File: src/hdl/ufc_defs.vh
`ifndef UFC_DEFS_VH
`define UFC_DEFS_VH
// ***************************************************************
// register map, index of each register on the plain port
// ***************************************************************
`define UFC_ADDR_W 3
`define UFC_REG_DATA 3'h0
`define UFC_REG_IEN 3'h1
`define UFC_REG_IDENT 3'h2
`define UFC_REG_LINE_CTL 3'h3
`define UFC_REG_LSTATE 3'h5
// ***************************************************************
// field positions
// ***************************************************************
`define UFC_FS_ON 0
`define UFC_FS_RXCLR 1
`define UFC_FS_TXCLR 2
`define UFC_FS_DMA 3
`define UFC_FS_TRIG_LO 6
`define UFC_FS_TRIG_HI 7
`define UFC_IE_RX 0
`define UFC_IE_TX 1
`define UFC_IE_LS 2
`define UFC_IE_MS 3
`define UFC_LC_STB 2
// ***************************************************************
// identification codes and levels
// ***************************************************************
`define UFC_ID_NONE 4'h1
`define UFC_ID_LS 4'h6
`define UFC_ID_RDA 4'h4
`define UFC_ID_TMO 4'hc
`define UFC_ID_TX_HOLDING_EMPTY 4'h2
`define UFC_ID_MS 4'h0
`define UFC_TRIG_1 5'h01
`define UFC_TRIG_4 5'h04
`define UFC_TRIG_8 5'h08
`define UFC_TRIG_14 5'h0e
`define UFC_TMO_CHARS 4'h4
`define UFC_RCLK_PER_BIT 8'h10
`define UFC_BITS_PER_CHAR 8'h0a
`endif

File: src/hdl/ufc_core.v
// Decided for this implementation: the address-and-strobe port and the placing of the registers.
`timescale 1ns/1ps
`default_nettype none
`include "ufc_defs.vh"
module ufc_core #(
  parameter DEPTH = 16,
  parameter CW = 5
) (
  input wire core_clk_i,
  input wire rst_n_i,
  input wire [2:0] addr_i,
  input wire [7:0] wdata_i,
  input wire wr_i,
  input wire rd_i,
  output reg [7:0] rdata_o,
  input wire rclk_tick_i,
  input wire rx_push_i,
  input wire [7:0] rx_char_i,
  input wire [3:0] rx_err_i,
  input wire tx_pop_i,
  input wire tx_shifter_empty_i,
  input wire tx_last_stop_i,
  input wire modem_change_i,
  output wire [7:0] tx_char_o,
  output wire tx_avail_o,
  output wire irq_output_o,
  output wire rx_dma_request_n_o,
  output wire tx_dma_request_n_o
);
  // ***************************************************************
  // storage
  // ***************************************************************
  reg [7:0] rx_mem [0:DEPTH-1];
  reg [3:0] rx_emem [0:DEPTH-1];
  reg [7:0] tx_mem [0:DEPTH-1];
  reg [CW-1:0] rx_cnt_q, tx_cnt_q;
  reg [CW-2:0] rx_rp_q, rx_wp_q, tx_rp_q, tx_wp_q;
  reg fifo_on_bit_q, dma_signal_mode_bit_q;
  reg [1:0] trig_q;
  reg [3:0] ien_q;
  reg stb_q;
  reg [3:0] err_sticky_q;
  reg tx_holding_empty_pend_q, tmo_pend_q, two_seen_q, first_q, tx_holding_empty_wait_q, tx_emp_q;
  reg [7:0] tmo_tick_q, tx_holding_empty_tick_q;
  reg [3:0] tmo_chars_q;
  reg [7:0] line_ctl_q;
  reg [CW-1:0] trig_lvl;
  reg [3:0] ident;
  reg [7:0] rd_mux;
  reg err_in_fifo;
  integer i;

  wire w_ctl = wr_i && addr_i == `UFC_REG_IDENT;
  wire w_ctl_ok = w_ctl && wdata_i[`UFC_FS_ON];
  wire toggle = w_ctl && (wdata_i[`UFC_FS_ON] != fifo_on_bit_q);
  wire rx_clr = toggle || (w_ctl_ok && wdata_i[`UFC_FS_RXCLR]);
  wire tx_clr = toggle || (w_ctl_ok && wdata_i[`UFC_FS_TXCLR]);
  wire host_rd = rd_i && addr_i == `UFC_REG_DATA && rx_cnt_q != {CW{1'b0}};
  wire host_wr = wr_i && addr_i == `UFC_REG_DATA && tx_cnt_q != DEPTH[CW-1:0];
  wire rx_in = rx_push_i && rx_cnt_q != DEPTH[CW-1:0];
  wire tx_out = tx_pop_i && tx_cnt_q != {CW{1'b0}};
  wire id_rd = rd_i && addr_i == `UFC_REG_IDENT;
  wire ls_rd = rd_i && addr_i == `UFC_REG_LSTATE;

  // trigger level decode
  always @* begin
    case (trig_q)
      2'b00: trig_lvl = `UFC_TRIG_1;
      2'b01: trig_lvl = `UFC_TRIG_4;
      2'b10: trig_lvl = `UFC_TRIG_8;
      default: trig_lvl = `UFC_TRIG_14;
    endcase
  end

  // ***************************************************************
  // interrupt sources, gated by enables (polled mode = enable low)
  // ***************************************************************
  wire src_ls = ien_q[`UFC_IE_LS] && err_sticky_q != 4'h0;
  wire src_rda = ien_q[`UFC_IE_RX] && (fifo_on_bit_q ? rx_cnt_q >= trig_lvl
                 : rx_cnt_q != {CW{1'b0}});
  wire src_tmo = ien_q[`UFC_IE_RX] && fifo_on_bit_q && tmo_pend_q;
  wire src_tx_holding_empty = ien_q[`UFC_IE_TX] && tx_holding_empty_pend_q;
  wire src_ms = ien_q[`UFC_IE_MS] && modem_change_i;

  // priority encoder
  always @* begin
    if (src_ls)
      ident = `UFC_ID_LS;
    else if (src_rda)
      ident = `UFC_ID_RDA;
    else if (src_tmo)
      ident = `UFC_ID_TMO;
    else if (src_tx_holding_empty)
      ident = `UFC_ID_TX_HOLDING_EMPTY;
    else if (src_ms)
      ident = `UFC_ID_MS;
    else
      ident = `UFC_ID_NONE;
  end
  assign irq_output_o = ~ident[0];

  // read mux, registered one cycle later
  always @* begin
    case (addr_i)
      `UFC_REG_DATA: rd_mux = rx_mem[rx_rp_q];
      `UFC_REG_IEN: rd_mux = {4'h0, ien_q};
      `UFC_REG_IDENT: rd_mux = {{2{fifo_on_bit_q}}, 2'b00, ident};
      `UFC_REG_LINE_CTL: rd_mux = line_ctl_q;
      `UFC_REG_LSTATE: rd_mux = {err_in_fifo, tx_emp_q && tx_shifter_empty_i,
                                 tx_cnt_q == {CW{1'b0}}, err_sticky_q, rx_cnt_q != {CW{1'b0}}};
      default: rd_mux = 8'h00;
    endcase
  end

  // any errored byte still in receive FIFO
  always @* begin
    err_in_fifo = 1'b0;
    for (i = 0; i < DEPTH; i = i + 1)
      if (i < rx_cnt_q && rx_emem[(rx_rp_q + i) % DEPTH] != 4'h0)
        err_in_fifo = 1'b1;
  end

  // ***************************************************************
  // registers and fifos
  // ***************************************************************
  always @(posedge core_clk_i or negedge rst_n_i) begin
    if (!rst_n_i) begin
      rdata_o <= 8'h00;
      fifo_on_bit_q <= 1'b0;
      dma_signal_mode_bit_q <= 1'b0;
      trig_q <= 2'b00;
      ien_q <= 4'h0;
      line_ctl_q <= 8'h00;
      stb_q <= 1'b0;
      rx_cnt_q <= {CW{1'b0}};
      tx_cnt_q <= {CW{1'b0}};
      rx_rp_q <= {(CW-1){1'b0}};
      rx_wp_q <= {(CW-1){1'b0}};
      tx_rp_q <= {(CW-1){1'b0}};
      tx_wp_q <= {(CW-1){1'b0}};
      err_sticky_q <= 4'h0;
    end else begin
      if (rd_i)
        rdata_o <= rd_mux;
      if (w_ctl) begin
        fifo_on_bit_q <= wdata_i[`UFC_FS_ON];
        if (w_ctl_ok) begin
          dma_signal_mode_bit_q <= wdata_i[`UFC_FS_DMA];
          trig_q <= wdata_i[`UFC_FS_TRIG_HI:`UFC_FS_TRIG_LO];
        end
      end
      if (wr_i && addr_i == `UFC_REG_IEN)
        ien_q <= wdata_i[3:0];
      if (wr_i && addr_i == `UFC_REG_LINE_CTL) begin
        line_ctl_q <= wdata_i;
        stb_q <= wdata_i[`UFC_LC_STB];
      end
      // error flags: new error wins over read clear
      err_sticky_q <= (ls_rd ? 4'h0 : err_sticky_q) | (rx_in ? rx_err_i : 4'h0);
      // receive fifo
      if (rx_clr) begin
        rx_cnt_q <= {CW{1'b0}};
        rx_rp_q <= {(CW-1){1'b0}};
        rx_wp_q <= {(CW-1){1'b0}};
      end else begin
        if (rx_in)
          rx_wp_q <= rx_wp_q + 1'b1;
        if (host_rd)
          rx_rp_q <= rx_rp_q + 1'b1;
        rx_cnt_q <= rx_cnt_q + {{(CW-1){1'b0}}, rx_in} - {{(CW-1){1'b0}}, host_rd};
      end
      // transmit fifo
      if (tx_clr) begin
        tx_cnt_q <= {CW{1'b0}};
        tx_rp_q <= {(CW-1){1'b0}};
        tx_wp_q <= {(CW-1){1'b0}};
      end else begin
        if (host_wr)
          tx_wp_q <= tx_wp_q + 1'b1;
        if (tx_out)
          tx_rp_q <= tx_rp_q + 1'b1;
        tx_cnt_q <= tx_cnt_q + {{(CW-1){1'b0}}, host_wr} - {{(CW-1){1'b0}}, tx_out};
      end
    end
  end

  // memory writes, no reset on data
  always @(posedge core_clk_i) begin
    if (rx_in && !rx_clr) begin
      rx_mem[rx_wp_q] <= rx_char_i;  // shifter delivers bit 0 first
      rx_emem[rx_wp_q] <= rx_err_i;
    end
    if (host_wr && !tx_clr)
      tx_mem[tx_wp_q] <= wdata_i;
  end
  assign tx_char_o = tx_mem[tx_rp_q];   // shifter sends bit 0 first
  assign tx_avail_o = tx_cnt_q != {CW{1'b0}};

  // ***************************************************************
  // character time-out, counted in receiver clock ticks
  // ***************************************************************
  wire tmo_restart = rx_in || host_rd || rx_clr;
  wire [7:0] char_ticks = `UFC_RCLK_PER_BIT * (`UFC_BITS_PER_CHAR + {7'h00, stb_q});
  always @(posedge core_clk_i or negedge rst_n_i) begin
    if (!rst_n_i) begin
      tmo_tick_q <= 8'h00;
      tmo_chars_q <= 4'h0;
      tmo_pend_q <= 1'b0;
    end else if (tmo_restart || rx_cnt_q == {CW{1'b0}}) begin
      tmo_tick_q <= 8'h00;
      tmo_chars_q <= 4'h0;
      tmo_pend_q <= 1'b0;
    end else if (rclk_tick_i && !tmo_pend_q) begin
      if (tmo_tick_q == char_ticks - 8'h01) begin
        tmo_tick_q <= 8'h00;
        tmo_chars_q <= tmo_chars_q + 4'h1;
        if (tmo_chars_q == `UFC_TMO_CHARS - 4'h1)
          tmo_pend_q <= 1'b1;
      end else
        tmo_tick_q <= tmo_tick_q + 8'h01;
    end
  end

  // ***************************************************************
  // holding-empty interrupt with optional one-char delay
  // ***************************************************************
  wire tx_now_empty = tx_cnt_q == {CW{1'b0}};
  wire tx_going_empty = tx_out && tx_cnt_q == {{(CW-1){1'b0}}, 1'b1};
  always @(posedge core_clk_i or negedge rst_n_i) begin
    if (!rst_n_i) begin
      tx_holding_empty_pend_q <= 1'b0;
      two_seen_q <= 1'b0;
      first_q <= 1'b1;
      tx_holding_empty_wait_q <= 1'b0;
      tx_holding_empty_tick_q <= 8'h00;
      tx_emp_q <= 1'b1;
    end else begin
      tx_emp_q <= tx_now_empty;
      if (tx_cnt_q >= {{(CW-2){1'b0}}, 2'b10})
        two_seen_q <= 1'b1;
      if (toggle) begin
        // the immediate interrupt is given here, so later ones may be delayed
        first_q <= 1'b0;
        tx_holding_empty_wait_q <= 1'b0;
        tx_holding_empty_pend_q <= 1'b1;                             // immediate
      end else if (host_wr) begin
        tx_holding_empty_pend_q <= 1'b0;
        tx_holding_empty_wait_q <= 1'b0;
      end else if (tx_going_empty || tx_clr) begin
        two_seen_q <= 1'b0;
        if (two_seen_q || first_q || !fifo_on_bit_q) begin
          tx_holding_empty_pend_q <= 1'b1;
          first_q <= 1'b0;
        end else begin
          tx_holding_empty_wait_q <= 1'b1;
          tx_holding_empty_tick_q <= 8'h00;
        end
      end else if (tx_holding_empty_wait_q && rclk_tick_i) begin
        // one char minus last stop bit
        if (tx_last_stop_i || tx_holding_empty_tick_q == char_ticks - `UFC_RCLK_PER_BIT) begin
          tx_holding_empty_wait_q <= 1'b0;
          tx_holding_empty_pend_q <= 1'b1;
        end else
          tx_holding_empty_tick_q <= tx_holding_empty_tick_q + 8'h01;
      end else if (id_rd && ident == `UFC_ID_TX_HOLDING_EMPTY)
        tx_holding_empty_pend_q <= 1'b0;
    end
  end

  // ***************************************************************
  // dma request signalling, active low
  // ***************************************************************
  wire mode1 = fifo_on_bit_q && dma_signal_mode_bit_q;
  assign rx_dma_request_n_o = mode1 ? !(rx_cnt_q >= trig_lvl || tmo_pend_q)
                                    : rx_cnt_q == {CW{1'b0}};
  assign tx_dma_request_n_o = mode1 ? tx_cnt_q == DEPTH[CW-1:0]
                                    : !tx_now_empty;
endmodule // ufc_core
`default_nettype wire

File: config.mk
export PLATFORM = sky130hd
export DESIGN_NAME = ufc_core
export DESIGN_NICKNAME = d
export VERILOG_FILES = /design/src/hdl/ufc_core.v
export VERILOG_INCLUDE_DIRS = /design/src /design/src/hdl
export SDC_FILE = /design/constraint.sdc
export NUM_CORES = 1
export LEC_CHECK = 0
export CAP_MARGIN = 20
export CELL_PAD_IN_SITES_DETAIL_PLACEMENT = 0
export CELL_PAD_IN_SITES_GLOBAL_PLACEMENT = 1
export CORE_AREA = 2 2 185 187
export DETAILED_ROUTE_END_ITERATION = 6
export DIE_AREA = 0 0 187 189
export DONT_BUFFER_PORTS = 1
export HOLD_SLACK_MARGIN = 0.12
export PLACE_DENSITY_LB_ADDON = 0.3
export SETUP_SLACK_MARGIN = 0.05
export SYNTH_ARGS = -nofsm -noshare
export SYNTH_HDL_FRONTEND = slang
export SYNTH_SLANG_ARGS = --single-unit
File: constraint.sdc
create_clock -name core_clk_i -period 8.65 [get_ports core_clk_i]
set_input_delay 1.2975 -clock core_clk_i [delete_from_list [all_inputs] [get_ports core_clk_i]]
set_output_delay 1.2975 -clock core_clk_i [all_outputs]
set_load 0.005 [all_outputs]
* Word-level counts from Yosys, hierarchy flattened
Memories as Yosys holds them, arrays and structs flattened.
Cells that the tools add are included.
** Word-level totals
- Bits in registers :: 81
- RAM bits :: 320
- Input bits :: 33
- Output and inout bits :: 20
- Memories :: 3
** Memories
- rx_mem :: words 16, bits a word 8, read ports 1, clocked after Yosys merged registers in 0, write ports 1, RTL line ufc_core.v:33 : reg [7:0] rx_mem [0:DEPTH-1];
- tx_mem :: words 16, bits a word 8, read ports 1, clocked after Yosys merged registers in 0, write ports 1, RTL line ufc_core.v:35 : reg [7:0] tx_mem [0:DEPTH-1];
- rx_emem :: words 16, bits a word 4, read ports 16, clocked after Yosys merged registers in 0, write ports 1, RTL line ufc_core.v:34 : reg [3:0] rx_emem [0:DEPTH-1];
** Cells by class
- Add/subtract/negate cells :: 29
- $lt $le $gt $ge :: 18
- Eq/ne operators :: 21
- Mux-type cells :: 77
- Bitwise logic cells :: 4
- Reductions and logical operators :: 104
** Operators with widths (number)
- 4-bit nonzero test :: 19
- 4-bit 2-to-1 mux :: 16
- 8-bit 2-to-1 mux :: 7
- 1-bit 2-to-1 mux :: 49
- 1-bit logical AND :: 45
- 4-bit by 5-bit less-than comparator with 1-bit output (first input constant) :: 8
- 8-bit one-hot mux with 5 select lines :: 1
- 4-bit adder (second input constant) :: 8
- 4-bit by 1-bit adder with 4-bit output (second input constant) :: 6
- 3-bit by 5-bit less-than comparator with 1-bit output (first input constant) :: 4
- 2-bit nonzero test :: 10
- 4-bit by 3-bit adder with 4-bit output (second input constant) :: 4
- 8-bit by 1-bit adder with 8-bit output (second input constant) :: 2
- 8-bit equality test :: 2
- 5-bit nonzero test :: 3
- 4-bit one-hot mux with 3 select lines :: 1
- 3-bit AND reduction :: 4
- 5-bit by 1-bit adder with 5-bit output :: 2
- 5-bit logical NOT :: 2
- 1-bit logical OR :: 10
- 1-bit by 5-bit less-than comparator with 1-bit output (first input constant) :: 2
- 2-bit by 5-bit less-than comparator with 1-bit output (first input constant) :: 2
- 5-bit 2-to-1 mux :: 2
- 5-bit != test (second input constant) :: 2
- 28 further kinds :: 42

* Longest topological paths before layout
An unclocked memory read counts as a cell.
- Depth after elaboration :: 20
- Gate-level depth with buffers :: 14

* Worst setup path after synthesis
Ideal clock, no wire load.
- Path type :: input to register
- Start :: input port addr_i[2]
- End :: register tx_cnt_q[4]
- Arrival time :: 3720 ps
- Data required time :: 8572 ps
- Path slack :: 4852 ps
- Stages :: 13
- Path buffers :: 2
- Path through :: buf_4 -> nor3_1 -> clkbuf_1 -> and3_1 -> inv_1 -> ha_1 -> inv_1 -> ha_1 -> fa_1 -> a21oi_1 -> nor2_1 -> or3_1 -> a21oi_1
** Between the ends
- Longest elaborated chain between the ends :: 6
- Elaborated cells between the ends (all ways) :: 12
- Classes of those cells :: 2 x add/sub; 1 x eq/ne; 1 x mux; 8 x reduce/logical
** Ends and longest elaborated chain
- start: declaration :: RTL line ufc_core.v:11 : input wire [2:0] addr_i,
- 3-bit logical NOT or 3-bit by 2-bit equality test with 1-bit output (tied branches)
- 1-bit logical AND (no line)
- 1-bit logical AND (on tied branches) :: RTL line ufc_core.v:59, ufc_core.v:54
- 5-bit by 1-bit adder with 5-bit output or 1-bit logical AND (tied branches) :: RTL line ufc_core.v:182, ufc_core.v:57
- 5-bit by 1-bit subtractor with 5-bit output or 1-bit logical OR (tied branches) :: RTL line ufc_core.v:182, ufc_core.v:57
- 5-bit 2-to-1 mux (*) :: RTL line ufc_core.v:173 : if (tx_clr) begin
- end signal: assignment :: RTL line ufc_core.v:136 : tx_cnt_q <= {CW{1'b0}};
- end signal: assignment :: RTL line ufc_core.v:174 : tx_cnt_q <= {CW{1'b0}};
- end signal: assignment :: RTL line ufc_core.v:182 : tx_cnt_q <= tx_cnt_q + {{(CW-1){1'b0}}, host_wr} - {{(CW-1){1'b0}}, tx_out};
- end: declaration :: RTL line ufc_core.v:36 : reg [CW-1:0] rx_cnt_q, tx_cnt_q;
Mark *: on every way between the ends. The rest lies on a longest branch, timed or not.
A chain may end at the register's enable or synchronous reset.

* Final worst setup path
- Start :: register rx_cnt_q[2]
- End :: output port irq_output_o
** Between the ends
- Longest elaborated chain between the ends :: 6
- Elaborated cells between the ends (all ways) :: 7
- Classes of those cells :: 1 x order compare; 3 x mux; 1 x bitwise; 2 x reduce/logical
** Ends and longest elaborated chain
- start: declaration :: RTL line ufc_core.v:36
- start signal: assignment :: RTL line ufc_core.v:135 : rx_cnt_q <= {CW{1'b0}};
- start signal: assignment :: RTL line ufc_core.v:162 : rx_cnt_q <= {CW{1'b0}};
- start signal: assignment :: RTL line ufc_core.v:170 : rx_cnt_q <= rx_cnt_q + {{(CW-1){1'b0}}, rx_in} - {{(CW-1){1'b0}}, host_rd};
- 5-bit by 4-bit >= comparator with 1-bit output or 5-bit nonzero test (tied branches)
- 1-bit 2-to-1 mux (*) :: RTL line ufc_core.v:79 : wire src_rda = ien_q[`UFC_IE_RX] && (fifo_on_bit_q ? rx_cnt_q >= trig_lvl
- 1-bit logical AND (*) :: RTL line ufc_core.v:79
- 4-bit 2-to-1 mux (*) :: RTL line ufc_core.v:89 : else if (src_rda)
- 4-bit 2-to-1 mux (*) :: RTL line ufc_core.v:87 : if (src_ls)
- 1-bit NOT (*) :: RTL line ufc_core.v:100 : assign irq_output_o = ~ident[0];
- end: declaration :: RTL line ufc_core.v:26 : output wire irq_output_o,
Marked as above.

==> results.json <==
{
  "status": "finished clean",
  "r2r_start": "rx_cnt_q[2]",
  "post_cts_resized": 0,
  "critPathArrivalTime_ns": 3.05,
  "start_util": 0.543,
  "fp.coreArea_um2": 33300,
  "hold_viol_final": 0,
  "ant_nets": 0,
  "die_x_um": 187,
  "crit_family": "simple AND/OR/NAND/NOR gates",
  "crit_buf_inv": 1,
  "fin_worst_skew_ns": 0.0289,
  "synth_area_um2": 18100,
  "die_area_um2": 35300,
  "dpl_cell_area_um2": 18500,
  "hold_class": "in -> async",
  "gr-usage-met1": 0.317,
  "syn_nets": 1273,
  "first_pass_iters": 5,
  "max_cap_viol_count": 0,
  "worst_pin_slew_ns": 1.12,
  "fin_ws_ns": 4.30,
  "layout-drive-gt1-share": 0.160,
  "postCtsHoldBufs": 0,
  "antenna_found_initial": 0,
  "cts_buffers": 41,
  "vias": 10206,
  "crit_fanout": 9,
  "setup_viol": 0,
  "cts-root-buf": "clkbuf_16",
  "power.density_nw_per_um2": 307,
  "area_delta_synth_final_pct": 9.79,
  "startpoint_type": "register",
  "vias_per_cell": 6.10,
  "drcViolationCount": 0,
  "slowest_stage": "dfrtp_1",
  "grt_pass1_vias": 10176,
  "port_buffers": 0,
  "use_met3": 0.0476,
  "dpl_worst_slack_ns": 4.57,
  "netlist-cell-type-count": 81,
  "synth_top_area_frac": 0.532,
  "cts_setup_buffers": 0,
  "fin_setup_tns_ns": 0,
  "period_needed_ns": 4.35,
  "place.gp.congestion": 0.818,
  "io_pins": 53,
  "grt-ovfl-total": 0,
  "endpoint_kind": "primary output",
  "cts.path.max_buffers": 3,
  "wl_per_cell_um": 24.0,
  "fin_nets": 1273,
  "synth_area_leaders": "edfxtp_1 53%, dfrtp_1 11%, mux4_2 8.7%",
  "leakage_uw": 0.00696,
  "async_flop_share": 0.200,
  "yosys_warnings": 0,
  "post-place-cells": 1596,
  "htreeDepth": 2,
  "final_max_slew_viol_count": 0,
  "drtIter0Drc": 742,
  "grt-busiest-layer": "met2",
  "cts_num_sinks": 400,
  "synth_cells": 1192,
  "rsz0062_at_grt": "false",
  "grt_pass1_wl_um": 61800,
  "cts_tree": "yes",
  "crit_chain": "inv_1, ha_1, nor4b_1, o21ai_0, a211oi_1, and2_1, nand2_1",
  "synth_edf_count": 320,
  "antennaDiodeCount": 0,
  "clk_latency_ns": 0.56,
  "routed_wl_um": 40200,
  "slowest_delay_ns": 0.49,
  "use_met2": 0.380,
  "ys_seq_elements": 400,
  "final_cell_count_no_fill": 1673,
  "relSlewSlack": 0.248,
  "synth_seq_area_share": 0.643,
  "fmax_ghz": 0.230,
  "power_uw": 6080,
  "path_class": "reg -> out",
  "rrSetupSlack_ns": 4.91,
  "max-vdd-ir-drop_mv": 0.290,
  "std_cell_rows": 67,
  "syn_area_per_cell_um2": 15.1,
  "startpoint": "rx_cnt_q[2]",
  "grt_start_max_net_pins": 81,
  "die_y_um": 189,
  "period_share": 0.503,
  "synth_ff_type": "edfxtp_1",
  "path_clk_slew_ns": 0.07,
  "yosysTopAreaCell": "edfxtp_1",
  "dpl.hpwl_um": 27000,
  "track_usage": 0.232,
  "stdcell_area_um2": 19800,
  "cp_data_required_time_ns": 7.35
}
==> flip-flops by register name, indices dropped and copies added (netlist names), 5 cells and up <==
name	flops
rx_cnt_q	5
tx_mem	128
rx_emem	64
line_ctl_q	8
tmo_tick_q	8
tx_cnt_q	5
rx_mem	128
rdata_o	8
tx_holding_empty_tick_q	8
==> power breakdown <==
group	internal [uW]	leakage, uW	switching, uW
clock network	983	0.000642	733
registers	2270	0.00388	214
logic	831	0.00244	1050
==> cells in the final DEF, fill, tap and decap left out, types with 9 or more instances in the layout <==
| master | n |
|---|---|
| and3_1 | 11 |
| a22o_1 | 14 |
| clkbuf_16 | 41 |
| a22oi_1 | 12 |
| nor3_2 | 9 |
| mux2i_1 | 37 |
| edfxtp_1 | 320 |
| mux4_2 | 70 |
| nor4_1 | 21 |
| nand2b_1 | 12 |
| nor3_1 | 9 |
| inv_1 | 47 |
| ha_1 | 46 |
| xnor2_1 | 17 |
| a221oi_1 | 10 |
| a21oi_1 | 41 |
| nand2_1 | 55 |
| nor2b_1 | 17 |
| and2_1 | 15 |
| nand3_1 | 24 |
| o21ai_0 | 37 |
| xor2_1 | 20 |
| nor2_1 | 69 |
| clkbuf_1 | 11 |
| dfrtp_1 | 75 |
| mux2_2 | 24 |
==> worst reg2reg max path, stage by stage, from the launching register on <==
cell,delay [ns]
dfrtp_1,0.53
inv_1,0.19
ha_1,0.28
a41oi_1,0.70
inv_1,0.31
nor2_1,0.33
nand3_1,0.21
nor2_1,0.83
==> cell usage after synthesis (all sizes together) (3+ instances only) <==
| library cell | number |
|---|---|
| mux4 | 70 |
| a211o | 3 |
| nor4 | 22 |
| nor3 | 19 |
| mux2i | 37 |
| o21ai | 38 |
| a22oi | 12 |
| mux2 | 25 |
| nor4b | 4 |
| buf | 21 |
| xnor2 | 17 |
| a21boi | 3 |
| a31o | 3 |
| a21oi | 42 |
| edfxtp | 320 |
| inv | 49 |
| o31ai | 3 |
| nand2b | 12 |
| a21o | 7 |
| nand2 | 55 |
| o22ai | 7 |
| a22o | 14 |
| a31oi | 8 |
| ha | 46 |
| nand4 | 8 |
| nand3 | 24 |
| nor2 | 69 |
| nand3b | 5 |
| a221oi | 10 |
| and4 | 7 |
| and2 | 15 |
| clkbuf | 32 |
| nor2b | 17 |
| xor2 | 20 |
| dfrtp | 78 |
| or4 | 4 |
| a211oi | 6 |
| or3 | 5 |
| and3 | 11 |
| o211ai | 6 |
==> layer usage <==
layer	share of wire	vias to the layer above
met1	0.43	5152
met5	0	-
met4	0.024	0
met3	0.065	71
met2	0.49	333
li1	-	4650
==> logic make-up (layout without fill, tap and decap cells) <==
group / after synthesis / count (layout) / synth area share
AND/OR/NAND/NOR: 289 / 289 / 0.0873
multiplexers: 132 / 132 / 0.123
buffers and inverters: 103 / 136 / 0.0238
flip-flops: 400 / 400 / 0.643
AO/OA/AOI/OAI: 183 / 183 / 0.0703
XOR/XNOR: 37 / 37 / 0.0179
adder cells (fa/ha/maj): 48 / 48 / 0.0341
==> final timing paths <==
path	end	cells past startpoint
worst max-delay path	irq_output_o	7
worst min-delay path	rx_wp_q[1]	0
worst max register to register	rx_mem[12][5]	7
worst min register to register	first_q	1
max in group asynchronous	tx_emp_q	0
min in group core_clk_i	first_q	1
==> layout make-up <==
type	instances	area, um2
timing repair buffer	10	70.1
fill	2511	13500
sequential	400	11600
multi-input combinational	689	6060
clock inverter	20	208
inverter	50	188
tap	448	561
clock buffer	56	1120
==> stage by stage <==
step / utilization / hold slack, ns
3_3_place_gp: 0.555 / 0.482
3_5_place_dp: 0.556 / 0.485
4_1_cts: 0.596 / 0.424
2_1_floorplan: - / 0.446
6_report: 0.596 / 0.438
5_1_grt: 0.596 / 0.418
(Power assumes the default switching activity.)
